### src/verilog/ssd_pkg.sv
// shared constants and types of the safety sensor diagnostic status block
package ssd_pkg;
  // response byte bit positions
  localparam int RESP_OUT_EN  = 0;
  localparam int RESP_ACT     = 1;
  localparam int RESP_IN_LIVE = 4;
  localparam int RESP_LIMIT   = 5;
  localparam int RESP_WARN    = 6;
  localparam int RESP_ERR     = 7;
  // warning and error detail byte bit positions
  localparam int DET_OUT_A     = 0;
  localparam int DET_OUT_B     = 1;
  localparam int DET_CROSS     = 2;
  localparam int DET_TEMP      = 3;
  localparam int DET_WRONG_ACT = 4;
  localparam int DET_INTERNAL  = 5;
  localparam int DET_COMM      = 6;
  // request byte bit positions
  localparam int REQ_ERR_RESET = 7;
  // reset values
  localparam logic [7:0] BYTE_RESET = 8'h00;
  // timing
  localparam longint CLK_HZ           = 100_000_000;
  localparam int     FLASH_HZ         = 1;
  localparam int     HALVES_PER_SEC   = 2;
  localparam int     SEC_PER_MIN      = 60;
  localparam int     WARN_TIME_MIN    = 30;
  localparam int     PROTECT_TIME_MIN = 10;
  localparam int     HALF_CYCLES_DEF  = int'(CLK_HZ / (HALVES_PER_SEC * FLASH_HZ));
  localparam int     WARN_HALVES_DEF  = WARN_TIME_MIN * SEC_PER_MIN * HALVES_PER_SEC;
  localparam int     PROT_HALVES_DEF  = PROTECT_TIME_MIN * SEC_PER_MIN * HALVES_PER_SEC;
  localparam int     TIMER_W          = 16;
  // chain limit, synchroniser depth and synchronised pin count
  localparam int CHAIN_MAX_DEVICES = 31;
  localparam int SYNC_STAGES       = 2;
  localparam int PIN_COUNT         = 5;
  // red flash codes (number of pulses); steady means continuous red
  localparam logic [2:0] CODE_NONE   = 3'h0;
  localparam logic [2:0] CODE_OUT_A  = 3'h1;
  localparam logic [2:0] CODE_OUT_B  = 3'h2;
  localparam logic [2:0] CODE_CROSS  = 3'h3;
  localparam logic [2:0] CODE_TEMP   = 3'h4;
  localparam logic [2:0] CODE_WRONG  = 3'h5;
  localparam logic [2:0] CODE_STEADY = 3'h7;
  localparam logic [3:0] FLASH_PAUSE = 4'h4;
  // indication modes, highest priority first
  typedef enum logic [2:0] {
    SSD_ERROR    = 3'b000,
    SSD_TEACH    = 3'b001,
    SSD_PROTECT  = 3'b010,
    SSD_WARN     = 3'b011,
    SSD_INFAULT  = 3'b100,
    SSD_LIMIT    = 3'b101,
    SSD_ACTUATED = 3'b110,
    SSD_IDLE     = 3'b111
  } ssd_mode_t;
endpackage

### src/verilog/ssd_flash_if.sv
// flash timing signals between the status logic and the flash generator
`timescale 1ns/1ps
`default_nettype none
interface ssd_flash_if;
  logic [2:0] flashCode;
  logic       halfTick;
  logic       slowFlash;
  logic       codeFlash;
  modport gen (input flashCode, output halfTick, output slowFlash, output codeFlash);
  modport user (output flashCode, input halfTick, input slowFlash, input codeFlash);
endinterface
`default_nettype wire

### src/verilog/ssd_flash_gen.sv
// half-second tick, 1 Hz flash and red pulse-count flash generator
`timescale 1ns/1ps
`default_nettype none
module ssd_flash_gen
  import ssd_pkg::*;
#(
  parameter int HALF_CYCLES = HALF_CYCLES_DEF
) (
  input  wire logic  mclk,
  input  wire logic  reset,
  ssd_flash_if.gen   fl
);
  localparam int DIV_W = $clog2(HALF_CYCLES + 1);
  localparam logic [DIV_W-1:0] DIV_LAST = DIV_W'(HALF_CYCLES - 1);

  logic [DIV_W-1:0] div_q;
  logic [3:0]       slot_q;
  logic [2:0]       lastCode_q;
  logic [3:0]       slotLast;

  assign slotLast = {fl.flashCode, 1'b0} + FLASH_PAUSE - 4'h1;

  // half-second enable pulse
  always_ff @(posedge mclk) begin
    if (reset || div_q == DIV_LAST) begin
      div_q <= '0;
    end else begin
      div_q <= div_q + 1'b1;
    end
  end

  always_ff @(posedge mclk) begin
    if (reset) begin
      fl.halfTick <= 1'b0;
    end else begin
      fl.halfTick <= (div_q == DIV_LAST);
    end
  end

  // 1 Hz square wave
  always_ff @(posedge mclk) begin
    if (reset) begin
      fl.slowFlash <= 1'b0;
    end else if (fl.halfTick) begin
      fl.slowFlash <= ~fl.slowFlash;
    end
  end

  // pulse slots: on/off pairs per counted pulse, then a dark pause
  always_ff @(posedge mclk) begin
    if (reset) begin
      slot_q     <= '0;
      lastCode_q <= CODE_NONE;
    end else begin
      lastCode_q <= fl.flashCode;
      if (fl.flashCode != lastCode_q) begin
        slot_q <= '0;
      end else if (fl.halfTick) begin
        slot_q <= (slot_q >= slotLast) ? 4'h0 : slot_q + 4'h1;
      end
    end
  end

  always_ff @(posedge mclk) begin
    if (reset) begin
      fl.codeFlash <= 1'b0;
    end else if (fl.flashCode == CODE_STEADY) begin
      fl.codeFlash <= 1'b1;
    end else begin
      fl.codeFlash <= (slot_q < {fl.flashCode, 1'b0}) && !slot_q[0];
    end
  end
endmodule
`default_nettype wire

### src/verilog/ssd_status.sv
// diagnostic status logic: lamps, diagnostic output, safety outputs, serial bytes
`timescale 1ns/1ps
`default_nettype none
// Functional notes
// RL1 - idle, inputs live: green only, outputs off
// RL2 - actuated: steady yellow, diag high, outputs on
// RL3 - limit zone: yellow and diag flash, outputs on
// RL4 - warning: red flash, diag low, off after 30min
// RL5 - error: red code flash, everything low
// RL6 - teach: red steady, yellow flash, all low
// RL7 - after reteach: 10 minute pause, green flashes
// RL8 - input missing, no actuator: green flash, low
// RL9 - input missing, actuated: green flash, yellow, diag
// RL10 - serial diag passes through chain, max 31
// RL11 - continuously supply bytes, accept request byte
// RL12 - comm error holds safety outputs unchanged
// RL13 - response bits 0,1,4: enabled, actuated, inputs
// RL14 - response bits 5,6,7: limit, warning, error
// RL15 - error clears: cause gone plus guard/reset fall
// RL16 - output faults latched until next output release
// RL17 - detail byte bits 0-3 output, cross, temperature
// RL18 - error bits 4,5 actuator/internal; warning bit 5
// RL19 - warning bit 6 flags communication failure
// RL20 - red pulse count identifies error cause
// RL21 - warning clears itself when cause disappears
// RL22 - priority error, teach, protect, warning, input, normal
module ssd_status
  import ssd_pkg::*;
#(
  parameter int HALF_CYCLES   = HALF_CYCLES_DEF,
  parameter int WARN_HALVES   = WARN_HALVES_DEF,
  parameter int PROT_HALVES   = PROT_HALVES_DEF
) (
  input  wire logic       mclk,
  input  wire logic       reset,
  input  wire logic       safetyInA,
  input  wire logic       safetyInB,
  input  wire logic       actuatorDetect,
  input  wire logic       actuatorLimit,
  input  wire logic       teachMode,
  input  wire logic       teachDone,
  input  wire logic       outFaultA,
  input  wire logic       outFaultB,
  input  wire logic       crossWire,
  input  wire logic       overTemp,
  input  wire logic       wrongActuator,
  input  wire logic       internalFault,
  input  wire logic       commError,
  input  wire logic [7:0] requestByte,
  input  wire logic       requestStrobe,
  input  wire logic       serialDiagIn,
  input  wire logic       ownSlot,
  input  wire logic       ownTxBit,
  output logic            ledGreen,
  output logic            ledRed,
  output logic            ledYellow,
  output logic            diagOut,
  output logic            safetyOutA,
  output logic            safetyOutB,
  output logic            serialDiagOut,
  output logic [7:0]      hostRequest,
  output logic [7:0]      sensorResponse,
  output logic [7:0]      warningDetail,
  output logic [7:0]      errorDetail
);
  localparam logic [TIMER_W-1:0] WARN_LAST = TIMER_W'(WARN_HALVES);
  localparam logic [TIMER_W-1:0] PROT_LAST = TIMER_W'(PROT_HALVES);

  ssd_flash_if fl ();

  ssd_flash_gen #(
    .HALF_CYCLES (HALF_CYCLES)
  ) u_flash (
    .mclk  (mclk),
    .reset (reset),
    .fl    (fl)
  );

  logic [PIN_COUNT-1:0] pinMeta_q;
  logic [PIN_COUNT-1:0] pinSync_q;
  logic                 inA;
  logic                 inB;
  logic                 actuated;
  logic                 inLimit;
  logic                 diagInSync;
  logic                 inputsLive;
  logic [2:0]           outFault_q;
  logic [2:0]           liveOutFault;
  logic                 warnActive;
  logic [TIMER_W-1:0]   warnCnt_q;
  logic                 warnExpired;
  logic [TIMER_W-1:0]   protCnt_q;
  logic                 protecting;
  logic                 error_q;
  logic                 errorCause;
  logic                 causeLive;
  logic                 resetFall;
  logic                 enable_d;
  logic                 enable_q;
  logic                 outRelease;
  ssd_mode_t            mode_d;
  ssd_mode_t            mode_q;
  logic [2:0]           code_d;

  // two-flop synchronisers for pins
  always_ff @(posedge mclk) begin
    if (reset) begin
      pinMeta_q <= '0;
      pinSync_q <= '0;
    end else begin
      pinMeta_q <= {serialDiagIn, actuatorLimit, actuatorDetect, safetyInB, safetyInA};
      pinSync_q <= pinMeta_q;
    end
  end

  assign inA        = pinSync_q[0];
  assign inB        = pinSync_q[1];
  assign actuated   = pinSync_q[2];
  assign inLimit    = pinSync_q[3] & actuated;
  assign diagInSync = pinSync_q[4];
  assign inputsLive = inA & inB;

  // output fault latches; clear only on the next release of the outputs
  assign liveOutFault = {crossWire, outFaultB, outFaultA};
  assign outRelease   = enable_d & ~enable_q;

  always_ff @(posedge mclk) begin
    if (reset) begin
      outFault_q <= '0;
    end else begin
      outFault_q <= liveOutFault | (outRelease ? 3'h0 : outFault_q); // RL16
    end
  end

  // warning follows its causes; latched output faults count as causes
  assign warnActive = (|outFault_q) | overTemp | internalFault; // RL21

  always_ff @(posedge mclk) begin
    if (reset || !warnActive || error_q) begin
      warnCnt_q <= '0;
    end else if (fl.halfTick && !warnExpired) begin
      warnCnt_q <= warnCnt_q + 1'b1; // RL4
    end
  end

  assign warnExpired = (warnCnt_q == WARN_LAST); // RL4

  // protection pause after a new actuator is taught
  always_ff @(posedge mclk) begin
    if (reset) begin
      protCnt_q <= '0;
    end else if (teachDone) begin
      protCnt_q <= PROT_LAST; // RL7
    end else if (fl.halfTick && protCnt_q != '0) begin
      protCnt_q <= protCnt_q - 1'b1;
    end
  end

  assign protecting = (protCnt_q != '0);

  // request byte taken on its strobe; bit 7 falling edge resets errors
  always_ff @(posedge mclk) begin
    if (reset) begin
      hostRequest <= BYTE_RESET;
    end else if (requestStrobe) begin
      hostRequest <= requestByte; // RL11
    end
  end

  assign resetFall = requestStrobe & hostRequest[REQ_ERR_RESET] & ~requestByte[REQ_ERR_RESET];

  // error latch: set wins over clear
  assign errorCause = internalFault | wrongActuator | warnExpired;
  assign causeLive  = internalFault | wrongActuator | (|liveOutFault) | overTemp;

  always_ff @(posedge mclk) begin
    if (reset) begin
      error_q <= 1'b0;
    end else if (errorCause) begin
      error_q <= 1'b1;
    end else if (!causeLive && (!actuated || resetFall)) begin
      error_q <= 1'b0; // RL15
    end
  end

  // safety output enable
  always_comb begin
    enable_d = actuated & inputsLive & ~error_q & ~teachMode & ~teachDone & ~protecting; // RL7
    if (commError) begin
      enable_d = enable_q; // RL12
    end
  end

  always_ff @(posedge mclk) begin
    if (reset) begin
      enable_q <= 1'b0;
    end else begin
      enable_q <= enable_d;
    end
  end

  // indication mode by priority
  always_comb begin
    if (error_q) begin
      mode_d = SSD_ERROR; // RL22
    end else if (teachMode) begin
      mode_d = SSD_TEACH;
    end else if (protecting || teachDone) begin
      mode_d = SSD_PROTECT;
    end else if (warnActive) begin
      mode_d = SSD_WARN;
    end else if (!inputsLive) begin
      mode_d = SSD_INFAULT;
    end else if (inLimit) begin
      mode_d = SSD_LIMIT;
    end else if (actuated) begin
      mode_d = SSD_ACTUATED;
    end else begin
      mode_d = SSD_IDLE;
    end
  end

  always_ff @(posedge mclk) begin
    if (reset) begin
      mode_q <= SSD_IDLE;
    end else begin
      mode_q <= mode_d;
    end
  end

  // red pulse count naming the cause
  always_comb begin
    if (internalFault) begin
      code_d = CODE_STEADY;
    end else if (outFault_q[0]) begin
      code_d = CODE_OUT_A; // RL20
    end else if (outFault_q[1]) begin
      code_d = CODE_OUT_B;
    end else if (outFault_q[2]) begin
      code_d = CODE_CROSS;
    end else if (overTemp) begin
      code_d = CODE_TEMP;
    end else if (wrongActuator) begin
      code_d = CODE_WRONG;
    end else begin
      code_d = CODE_NONE;
    end
  end

  assign fl.flashCode = (mode_q == SSD_ERROR || mode_q == SSD_WARN) ? code_d : CODE_NONE;

  // lamps and diagnostic output
  always_ff @(posedge mclk) begin
    if (reset) begin
      ledGreen  <= 1'b0;
      ledRed    <= 1'b0;
      ledYellow <= 1'b0;
      diagOut   <= 1'b0;
    end else begin
      unique case (mode_q)
        SSD_ERROR: begin
          ledGreen  <= 1'b0;
          ledRed    <= fl.codeFlash; // RL5
          ledYellow <= 1'b0;
          diagOut   <= 1'b0;
        end
        SSD_TEACH: begin
          ledGreen  <= 1'b0;
          ledRed    <= 1'b1; // RL6
          ledYellow <= fl.slowFlash;
          diagOut   <= 1'b0;
        end
        SSD_PROTECT: begin
          ledGreen  <= fl.slowFlash; // RL7
          ledRed    <= 1'b0;
          ledYellow <= 1'b0;
          diagOut   <= 1'b0;
        end
        SSD_WARN: begin
          ledGreen  <= 1'b0;
          ledRed    <= fl.codeFlash; // RL4
          ledYellow <= 1'b0;
          diagOut   <= 1'b0;
        end
        SSD_INFAULT: begin
          ledGreen  <= fl.slowFlash; // RL8
          ledRed    <= 1'b0;
          ledYellow <= actuated; // RL9
          diagOut   <= actuated;
        end
        SSD_LIMIT: begin
          ledGreen  <= 1'b0;
          ledRed    <= 1'b0;
          ledYellow <= fl.slowFlash; // RL3
          diagOut   <= fl.slowFlash;
        end
        SSD_ACTUATED: begin
          ledGreen  <= 1'b0;
          ledRed    <= 1'b0;
          ledYellow <= 1'b1; // RL2
          diagOut   <= 1'b1;
        end
        SSD_IDLE: begin
          ledGreen  <= 1'b1; // RL1
          ledRed    <= 1'b0;
          ledYellow <= 1'b0;
          diagOut   <= 1'b0;
        end
      endcase
    end
  end

  // safety outputs follow the registered enable
  always_ff @(posedge mclk) begin
    if (reset) begin
      safetyOutA <= 1'b0;
      safetyOutB <= 1'b0;
    end else begin
      safetyOutA <= enable_q; // RL1
      safetyOutB <= enable_q;
    end
  end

  // response byte, refreshed every cycle
  always_ff @(posedge mclk) begin
    if (reset) begin
      sensorResponse <= BYTE_RESET;
    end else begin
      sensorResponse               <= BYTE_RESET; // RL11
      sensorResponse[RESP_OUT_EN]  <= enable_q; // RL13
      sensorResponse[RESP_ACT]     <= actuated;
      sensorResponse[RESP_IN_LIVE] <= inputsLive;
      sensorResponse[RESP_LIMIT]   <= inLimit; // RL14
      sensorResponse[RESP_WARN]    <= warnActive & ~error_q;
      sensorResponse[RESP_ERR]     <= error_q;
    end
  end

  // warning detail byte, readable while a warning is flagged
  always_ff @(posedge mclk) begin
    if (reset) begin
      warningDetail <= BYTE_RESET;
    end else begin
      warningDetail               <= BYTE_RESET;
      warningDetail[DET_COMM]     <= commError; // RL19
      if (warnActive && !error_q) begin
        warningDetail[DET_OUT_A]    <= outFault_q[0]; // RL17
        warningDetail[DET_OUT_B]    <= outFault_q[1];
        warningDetail[DET_CROSS]    <= outFault_q[2];
        warningDetail[DET_TEMP]     <= overTemp;
        warningDetail[DET_INTERNAL] <= internalFault; // RL18
      end
    end
  end

  // error detail byte, readable while an error is flagged
  always_ff @(posedge mclk) begin
    if (reset) begin
      errorDetail <= BYTE_RESET;
    end else begin
      errorDetail <= BYTE_RESET;
      if (error_q) begin
        errorDetail[DET_OUT_A]     <= outFault_q[0]; // RL17
        errorDetail[DET_OUT_B]     <= outFault_q[1];
        errorDetail[DET_CROSS]     <= outFault_q[2];
        errorDetail[DET_TEMP]      <= overTemp;
        errorDetail[DET_WRONG_ACT] <= wrongActuator; // RL18
        errorDetail[DET_INTERNAL]  <= internalFault;
      end
    end
  end

  // chain pass-through: own slot drives the line, otherwise repeat upstream
  always_ff @(posedge mclk) begin
    if (reset) begin
      serialDiagOut <= 1'b0;
    end else begin
      serialDiagOut <= ownSlot ? ownTxBit : diagInSync; // RL10
    end
  end
endmodule
`default_nettype wire

### config.mk
export PLATFORM = sky130hd
export DESIGN_NAME = ssd_status
export DESIGN_NICKNAME = d
export VERILOG_FILES = /design/src/verilog/ssd_pkg.sv /design/src/verilog/ssd_flash_if.sv /design/src/verilog/ssd_flash_gen.sv /design/src/verilog/ssd_status.sv
export SDC_FILE = /design/constraint.sdc
export NUM_CORES = 1
export LEC_CHECK = 0
export ABC_AREA = 1
export BUFFER_PORTS_ARGS = -buffer_cell sky130_fd_sc_hd__buf_2
export CORE_MARGIN = 3
export CORE_UTILIZATION = 54
export CTS_CLUSTER_DIAMETER = 150
export DETAILED_ROUTE_END_ITERATION = 16
export GPL_TIMING_DRIVEN = 0
export PLACE_DENSITY = 0.84
export RECOVER_POWER = 50
export SLEW_MARGIN = 40
export SYNTH_ARGS = -nofsm -noshare
export SYNTH_HDL_FRONTEND = slang
export SYNTH_HIERARCHICAL = 1
export SYNTH_SLANG_ARGS = --single-unit
### constraint.sdc
create_clock -name mclk -period 2.9 [get_ports mclk]
set_input_delay 0.29 -clock mclk [delete_from_list [all_inputs] [get_ports mclk]]
set_output_delay 0.29 -clock mclk [all_outputs]
set_load 0.02 [all_outputs]
==> results of run 1 <==
==> sequential cells by signal, indices dropped and copies added, names as in the netlist, 3 cells and up <==
name / cells
errorDetail: 6
hostRequest: 8
mode_q: 3
outFault_q: 3
pinMeta_q: 5
pinSync_q: 5
protCnt_q: 16
sensorResponse: 6
u_flash/div_q: 26
u_flash/lastCode_q: 3
u_flash/slot_q: 4
warnCnt_q: 16
warningDetail: 6
==> per-layer routing <==
metal	vias to the layer above	share of wire
li1	2712	-
met1	2461	0.43
met2	156	0.50
met3	40	0.042
met4	0	0.029
met5	-	0
==> per-stage QoR <==
stage | hold slack [ps] | setup WS [ps] | instance area, µm² | power, mW | cells
finish | 24.0 | 402 | 6790 | 3.91 | 1050
global route | 17.2 | 33.0 | 6790 | 4.03 | 1050
CTS | 11.6 | 410 | 6840 | 3.93 | 1050
detailed placement | 394 | 406 | 6150 | 2.00 | 1004
global placement | 389 | 493 | 6150 | 2.00 | 1004
floorplan | 359 | 821 | 5690 | 1.91 | 812
==> cell families (layout without fill, tap and decap cells) <==
family / after synthesis / after routing
AOI/OAI and AO/OA: 91 / 91
and+or+nand+nor: 438 / 438
DFF: 117 / 117
buffers and inverters: 118 / 223
xor gates and xnor gates: 28 / 28
adders and majority gates: 14 / 14
other: 1 / 6
==> cell usage in the layout, fill, tap and decap left out, types with 2 or more instances in the layout <==
cell	instances
buf_6	4
o21bai_1	3
ha_1	14
dlygate4sd3_1	14
nand4_1	7
nand2_4	4
buf_4	9
nand2_1	191
a21oi_2	2
or2_0	3
clkbuf_16	16
conb_1	6
xor2_1	13
xnor2_1	15
clkbuf_8	4
nor3_1	8
nor2_4	5
o21ai_1	2
dfxtp_1	117
nand3_1	44
nand3_2	2
nor2_2	18
nor2_1	145
clkinvlp_4	6
or2_2	2
inv_1	96
o21ai_0	23
nand2_2	6
buf_2	26
inv_6	4
a21oi_1	57
clkbuf_1	40
==> what timing repair did <==
action / in CTS / in global routing
resized for setup: 0 / 0
setup endpoints to repair: 0 / 0
endpoints found under the hold margin: 13 / 0
hold buffers: 14 / 0
==> power by group through the flow <==
stage | logic [mW] | registers, mW | clock network, mW
5_1_grt | 0.339 | 1.69 | 2.01
2_1_floorplan | 0.174 | 1.74 | 0
3_5_place_dp | 0.288 | 1.72 | 0
4_1_cts | 0.308 | 1.68 | 1.94
3_3_place_gp | 0.282 | 1.71 | 0
6_report | 0.304 | 1.68 | 1.92
==> layout make-up <==
| cell class | count | share of cell area |
|---|---|---|
| Clock inverter | 12 | 0.0138 |
| Tap cell | 133 | 0.0245 |
| Multi-Input combinational cell | 577 | 0.414 |
| Timing Repair Buffer | 73 | 0.0579 |
| Buffer | 21 | 0.0236 |
| Sequential cell | 117 | 0.345 |
| Inverter | 97 | 0.0537 |
| Clock buffer | 20 | 0.0671 |
==> final timing paths <==
check | start | endpoint | slack (ps) | depth (start not counted)
setup / recovery | mode_q[0] | u_flash/slot_q[2] | 400 | 14
hold reg to reg | pinMeta_q[0] | pinSync_q[0] | 400 | 2
hold / removal | outFaultB | outFault_q[1] | 20 | 3
setup reg to reg | mode_q[0] | u_flash/slot_q[2] | 400 | 14
==> worst reg2reg max path, delay by kind of cell, from the launching register on <==
| family | cells | cell delay, ps |
|---|---|---|
| AOI/OAI and AO/OA | 2 | 680 |
| buffers and inverters | 3 | 240 |
| DFF | 1 | 310 |
| adders and majority gates | 3 | 710 |
| and+or+nand+nor | 6 | 510 |
==> parameters.txt, run 1 <==
Parameter                              Value

Run status
  Result of the run    completed

Placed design
  Input/output buffers    59
  Post-detail-place hpwl    9350 µm
  Placer congestion estimate    0.941

Timing
  Slew @ Worst Pin    597 ps
  Final clock period utilization by the worst path    0.862
  RSZ-0062 raised after global routing    no
  Count of endpoints failing setup in the final report    0
  Final worst path period need    2500 ps
  Slew Limit Headroom    0.592
  Final hold violations    0
  Final Max Tran Viols    0
  Final setup TNS    0 ps
  Worst Skew    8.22 ps
  Fmax    400 MHz

CTS
  Clock tree from TritonCTS    yes
  Post-CTS Setup Inserts    0
  Clock Sink Count    117
  Root Buffer Master    clkbuf_8
  Number of CTS-inserted buffers    17
  Worst-skew pair later-pin latency    520 ps
  Number of buffers on the longest clock path    2
  Clock-pin slew reported for the worst setup and hold paths after clock tree synthesis    60 ps
  Clock H-tree levels    4

Logic synthesis
  Share of synthesized area occupied by flip-flops and latches    0.413
  Top FF cell, synth    dfxtp_1
  Average size of a mapped cell    7.03 µm²
  Main combinational cell family by area after synthesis    simple AND/OR/NAND/NOR gates
  Post-synthesis simple-gate area fraction    0.334
  XOR/XNOR Fraction of Synth Area    0.0432
  Number of enable-type register cells in the synthesized netlist    0
  Count of unique library cells instantiated by Yosys    36
  Synthesized-area fraction occupied by ao, oa, aoi and oai cells    0.0849
  Area fraction of the dominant cell type after synthesis    0.413
  Post-Syn Area    5670 µm²
  Post-synthesis mux area share    0
  Cells after Synth    807
  Most frequently used cell type in the post-synthesis netlist    nand2_1
  Async set-or-reset flop fraction in the synthesized netlist    0
  Post-synthesis sequential element count    117
  Cell accounting for the most synthesized area    dfxtp_1
  Leading cell types by total area after synthesis    dfxtp_1, nand2_1, nor2_1
  Synthesis Warnings    6
  Commonest cells in the synthesized netlist    nand2_1, nor2_1, dfxtp_1
  Post-synthesis share of cell area spent on full adders, half adders and majority gates    0.0309

Global route
  GR Overflow Total    0
  Grt met2 use    0.422
  Global Route met1 Usage    0.281
  Number of antenna violations at the first check in global routing    0
  Global Route Usage Sum    0.242
  Busiest layer in global routing    met2
  Met3 track demand over resource in global routing    0.0519
  Vias in the first global route    5107
  Wire length of the first global-routing pass    22600 µm
  Largest net degree at the start of global routing    17

Power
  Share of total power in combinational logic    0.078
  Int Power    2.89 mW
  P per Cell Area    576 nW/µm²
  Clk pwr share    0.491
  Share of power burned in registers    0.431
  Leakage power total    2.70 nW
  Power dissipated by switching net loads    1.02 mW
  Switching power as a share of total power    0.261
  Worst VDD drop    432 µV

Drt
  Routed vias    5369
  Final ANT Viol Nets    0
  Per-cell routed wire length    13.0 µm
  Drc violations    0
  Number of DRC violations after detailed-routing iteration 0    312
  Detailed-routing iteration count for the pre-antenna-repair pass    5
  Final WL    13700 µm
  Post-detailed-route via-to-cell ratio    5.11

Run
  Max-cap viol count    0

Cells and area
  Sequential cell area    2340 µm²
  Area of the multi-input gates    2810 µm²
  Antenna Diode Count    0
  Total of fill cells in the finished design    821
  Fraction of final layout cells with drive strength greater than 1    0.122
  Net count of the finished layout    945
  Core utilization of the finished layout    0.679
  Layout area overhead    19.6%

Setup path
  Kind of end point of the critical path    flip-flop
  Worst Path Required    3360 ps
  Buffer and inverter count on the worst path    3
  Slowest cell delay on critical path    450 ps
  Worst-path fanout max    6
  Slowest library cell on the worst path    a21oi_1
  Launching element type of the critical path    flip-flop
  Critical path class    flip-flop to flip-flop
  CP delay by family, top    adder cells
  Arrival time at the worst endpoint    2960 ps
  Chain of cells forming the critical path    inv_1 > nor2_1 > inv_1 > nand3_1 > a21oi_1 > ha_1 > ha_1 > inv_1 > ha_1 > a21oi_1 > nand2_1 > nand2_1 > nand2_1 > nor2_1

Die
  Starting density of the core    0.567
  # rows    36
  Die Area    11800 µm²
  Die width    109 µm
  Total I/O pin count    66
  Vert. Die Dim    109 µm
  Core area    10000 µm²

Hold path
  HP Class    input pin to flip-flop
Note: power is estimated with default switching activity, not from simulation.
==> run 2, diff against run 1 <==
--- a/config.mk
+++ b/config.mk
@@ -12,7 +12,7 @@
 export CTS_CLUSTER_DIAMETER = 150
 export DETAILED_ROUTE_END_ITERATION = 16
 export GPL_TIMING_DRIVEN = 0
-export PLACE_DENSITY = 0.84
+export PLACE_DENSITY = 0.73
 export RECOVER_POWER = 50
 export SLEW_MARGIN = 40
 export SYNTH_ARGS = -nofsm -noshare
==> run 2 against run 1 <==
Against the previous run: combinational power about the same; hold slack worse by 13 ps; critical path depth is the same; critical endpoint is now u_flash/slot_q[3]; routed wire length is essentially flat; global-route usage is 0.53 points higher; cell area grew 0.88%; highest routed layer unchanged.
==> parameters.txt, run 2 (synthesis results as in run 1) <==
Parameter                              Value

Drt
  Final WL    13700 µm (about the same)
  Routed vias    5314 (-1.0%)
  Final ANT Viol Nets    0 (unchanged)
  Number of DRC violations after detailed-routing iteration 0    309 (-0.96%)
  Post-detailed-route via-to-cell ratio    5.06 (-1.1%)
  Detailed-routing iteration count for the pre-antenna-repair pass    5 (unchanged)
  Per-cell routed wire length    13.0 µm (-0.16%)
  Drc violations    0 (unchanged)

Timing
  RSZ-0062 raised after global routing    no
  Fmax    380 MHz (-5.1%)
  Final worst path period need    2630 ps (+135 ps)
  Final Max Tran Viols    0 (unchanged)
  Worst Skew    11.2 ps (+3.02 ps)
  Slew Limit Headroom    0.586 (-0.00544)
  Final hold violations    0 (unchanged)
  Final clock period utilization by the worst path    0.908 (+0.0465)
  Slew @ Worst Pin    605 ps (+7.95 ps)
  Count of endpoints failing setup in the final report    0 (unchanged)
  Final setup TNS    0 ps (unchanged)

CTS
  Number of CTS-inserted buffers    17 (unchanged)
  Clock H-tree levels    4 (unchanged)
  Clock tree from TritonCTS    yes
  Number of buffers on the longest clock path    2 (unchanged)
  Clock Sink Count    117 (unchanged)
  Clock-pin slew reported for the worst setup and hold paths after clock tree synthesis    60 ps (about the same)
  Root Buffer Master    clkbuf_8
  Worst-skew pair later-pin latency    530 ps (about the same)

Cells and area
  Fraction of final layout cells with drive strength greater than 1    0.121 (-0.00122)
  Sequential cell area    2340 µm² (unchanged)
  Most common cell after layout, fill and taps aside    nand2_1
  Top Registers    u_flash/div_q x26, protCnt_q x16, warnCnt_q x16
  Register bank with the most flops    u_flash/div_q
  Post-route non-filler standard cell count    1051 (+0.095%)
  Number of flip-flops under the largest register name    26 (unchanged)
  Antenna Diode Count    0 (unchanged)
  Layout area overhead    20.7%
  Net count of the finished layout    946 (+0.11%)
  Commonest cells after routing, fill and taps aside    nand2_1, nor2_1, dfxtp_1, inv_1, a21oi_1
  Total of fill cells in the finished design    886 (+7.9%)
  Area of the multi-input gates    2810 µm² (unchanged)

Die
  Total I/O pin count    66 (unchanged)
  Vert. Die Dim    109 µm (unchanged)
  Starting density of the core    0.567 (unchanged)
  Die Area    11800 µm² (unchanged)
  Die width    109 µm (unchanged)
  # rows    36 (unchanged)
  Core area    10000 µm² (unchanged)

Global route
  Global Route Usage Sum    0.248 (+0.00528)
  Wire length of the first global-routing pass    22900 µm (+1.2%)
  Number of antenna violations at the first check in global routing    0 (unchanged)
  GR Overflow Total    0 (unchanged)
  Largest net degree at the start of global routing    17 (unchanged)
  Vias in the first global route    5159 (+1.0%)

Power
  Int Power    3.12 mW (+7.8%)
  Power dissipated by switching net loads    0.966 mW (-5.3%)
  Share of total power in combinational logic    0.074 (-0.004)
  Share of power burned in registers    0.413 (-0.018)
  Leakage power total    2.74 nW (+1.3%)
  P per Cell Area    596 nW/µm² (+3.5%)
  Switching power as a share of total power    0.237 (-0.0242)
  Clk pwr share    0.513 (+0.022)
  Power after layout    4.08 mW (+4.4%)
  Worst VDD drop    459 µV (+6.1%)

Hold path
  Number of instances on the worst hold path    3 (unchanged)
  HP Class    input pin to flip-flop

Placed design
  Post-detail-place hpwl    9630 µm (+3.1%)
  Placer congestion estimate    0.888 (-5.6%)
  Input/output buffers    59 (unchanged)
  Number of cells in the design after placement    1004 (unchanged)

Setup path
  Kind of end point of the critical path    flip-flop
  R2r worst-path depth    14 (unchanged)
  Worst-path fanout max    6 (unchanged)
  Worst Path Required    3370 ps (about the same)
  Launching element type of the critical path    flip-flop
  Critical path class    flip-flop to flip-flop
  Arrival time at the worst endpoint    3100 ps (+140 ps)

Run status
  Result of the run    completed

Run
  Max-cap viol count    0 (unchanged)
==> run 2: cell count changes in the layout (fill, tap and decap cells not counted) <==
cell,before,now
clkbuf_1,40,41
dlygate4sd3_1,14,15
clkbuf_8,4,3
clkinvlp_4,6,3
bufinv_16,0,3
clkinv_4,1,3
clkinv_2,1,3
inv_6,4,0
==> run 2: what timing repair did <==
| item | 4_1_cts | 5_1_grt |
|---|---|---|
| endpoints found under the hold margin | 15 | 0 |
| hold buffers | 15 | 0 |
| resized for setup | 0 | 0 |
| buffers inserted | 0 | 0 |
| setup endpoints to repair | 0 | 0 |
==> run 2: cell type report <==
type                            count  area share
Clock buffer                       20      0.0651
Inverter                           97      0.0532
Buffer                             21      0.0234
Clock inverter                     12      0.0225
Sequential cell                   117       0.342
Multi-Input combinational cell    577       0.411
Timing Repair Buffer               74      0.0588
Tap cell                          133      0.0243
==> run 2: per-stage QoR <==
stage | utilization | instance area [µm²] | hold slack (ps) | setup WS (ps)
CTS | 0.690 | 6900 | 6.82 | 271
global route | 0.685 | 6850 | 18.9 | 32.0
global placement | 0.615 | 6150 | 390 | 469
finish | 0.685 | 6850 | 10.7 | 267
floorplan | - | 5690 | 359 | 821
detailed placement | 0.615 | 6150 | 396 | 419
==> run 2: critical path, cell delays in order (launching register included) <==
cell and delay [ps]:
dfxtp_1 320, inv_1 110, nor2_1 80, inv_1 80, nand3_1 110, a21oi_1 480
ha_1 240, ha_1 230, inv_1 70, ha_1 240, a21oi_1 230, nand2_1 80
nand2_1 70, nand2_1 100, nor2_1 120
==> run 2: worst paths after layout <==
kind	startpoint	end	slack, ps
worst max-delay path	mode_q[0]	u_flash/slot_q[3]	270
worst max register to register	mode_q[0]	u_flash/slot_q[3]	270
worst min-delay path	ownTxBit	serialDiagOut	10
worst min register to register	pinMeta_q[0]	pinSync_q[0]	400
==> run 2: power by group through the flow <==
stage | Sequential, mW | Clock [mW] | Combinational (mW)
after global placement | 1.72 | 0 | 0.281
after global routing | 1.69 | 2.20 | 0.340
after detailed placement | 1.72 | 0 | 0.289
after floorplan | 1.74 | 0 | 0.174
after CTS | 1.68 | 2.13 | 0.309
final | 1.68 | 2.09 | 0.302
==> run 2: per-layer routing <==
layer  up-vias  share of wire  global-route usage
li1       2705              -                   -
met2       163           0.49               0.424
met3        37          0.052              0.0597
met4         0          0.032               0.121
met1      2409           0.42               0.289
met5         -              0                   0
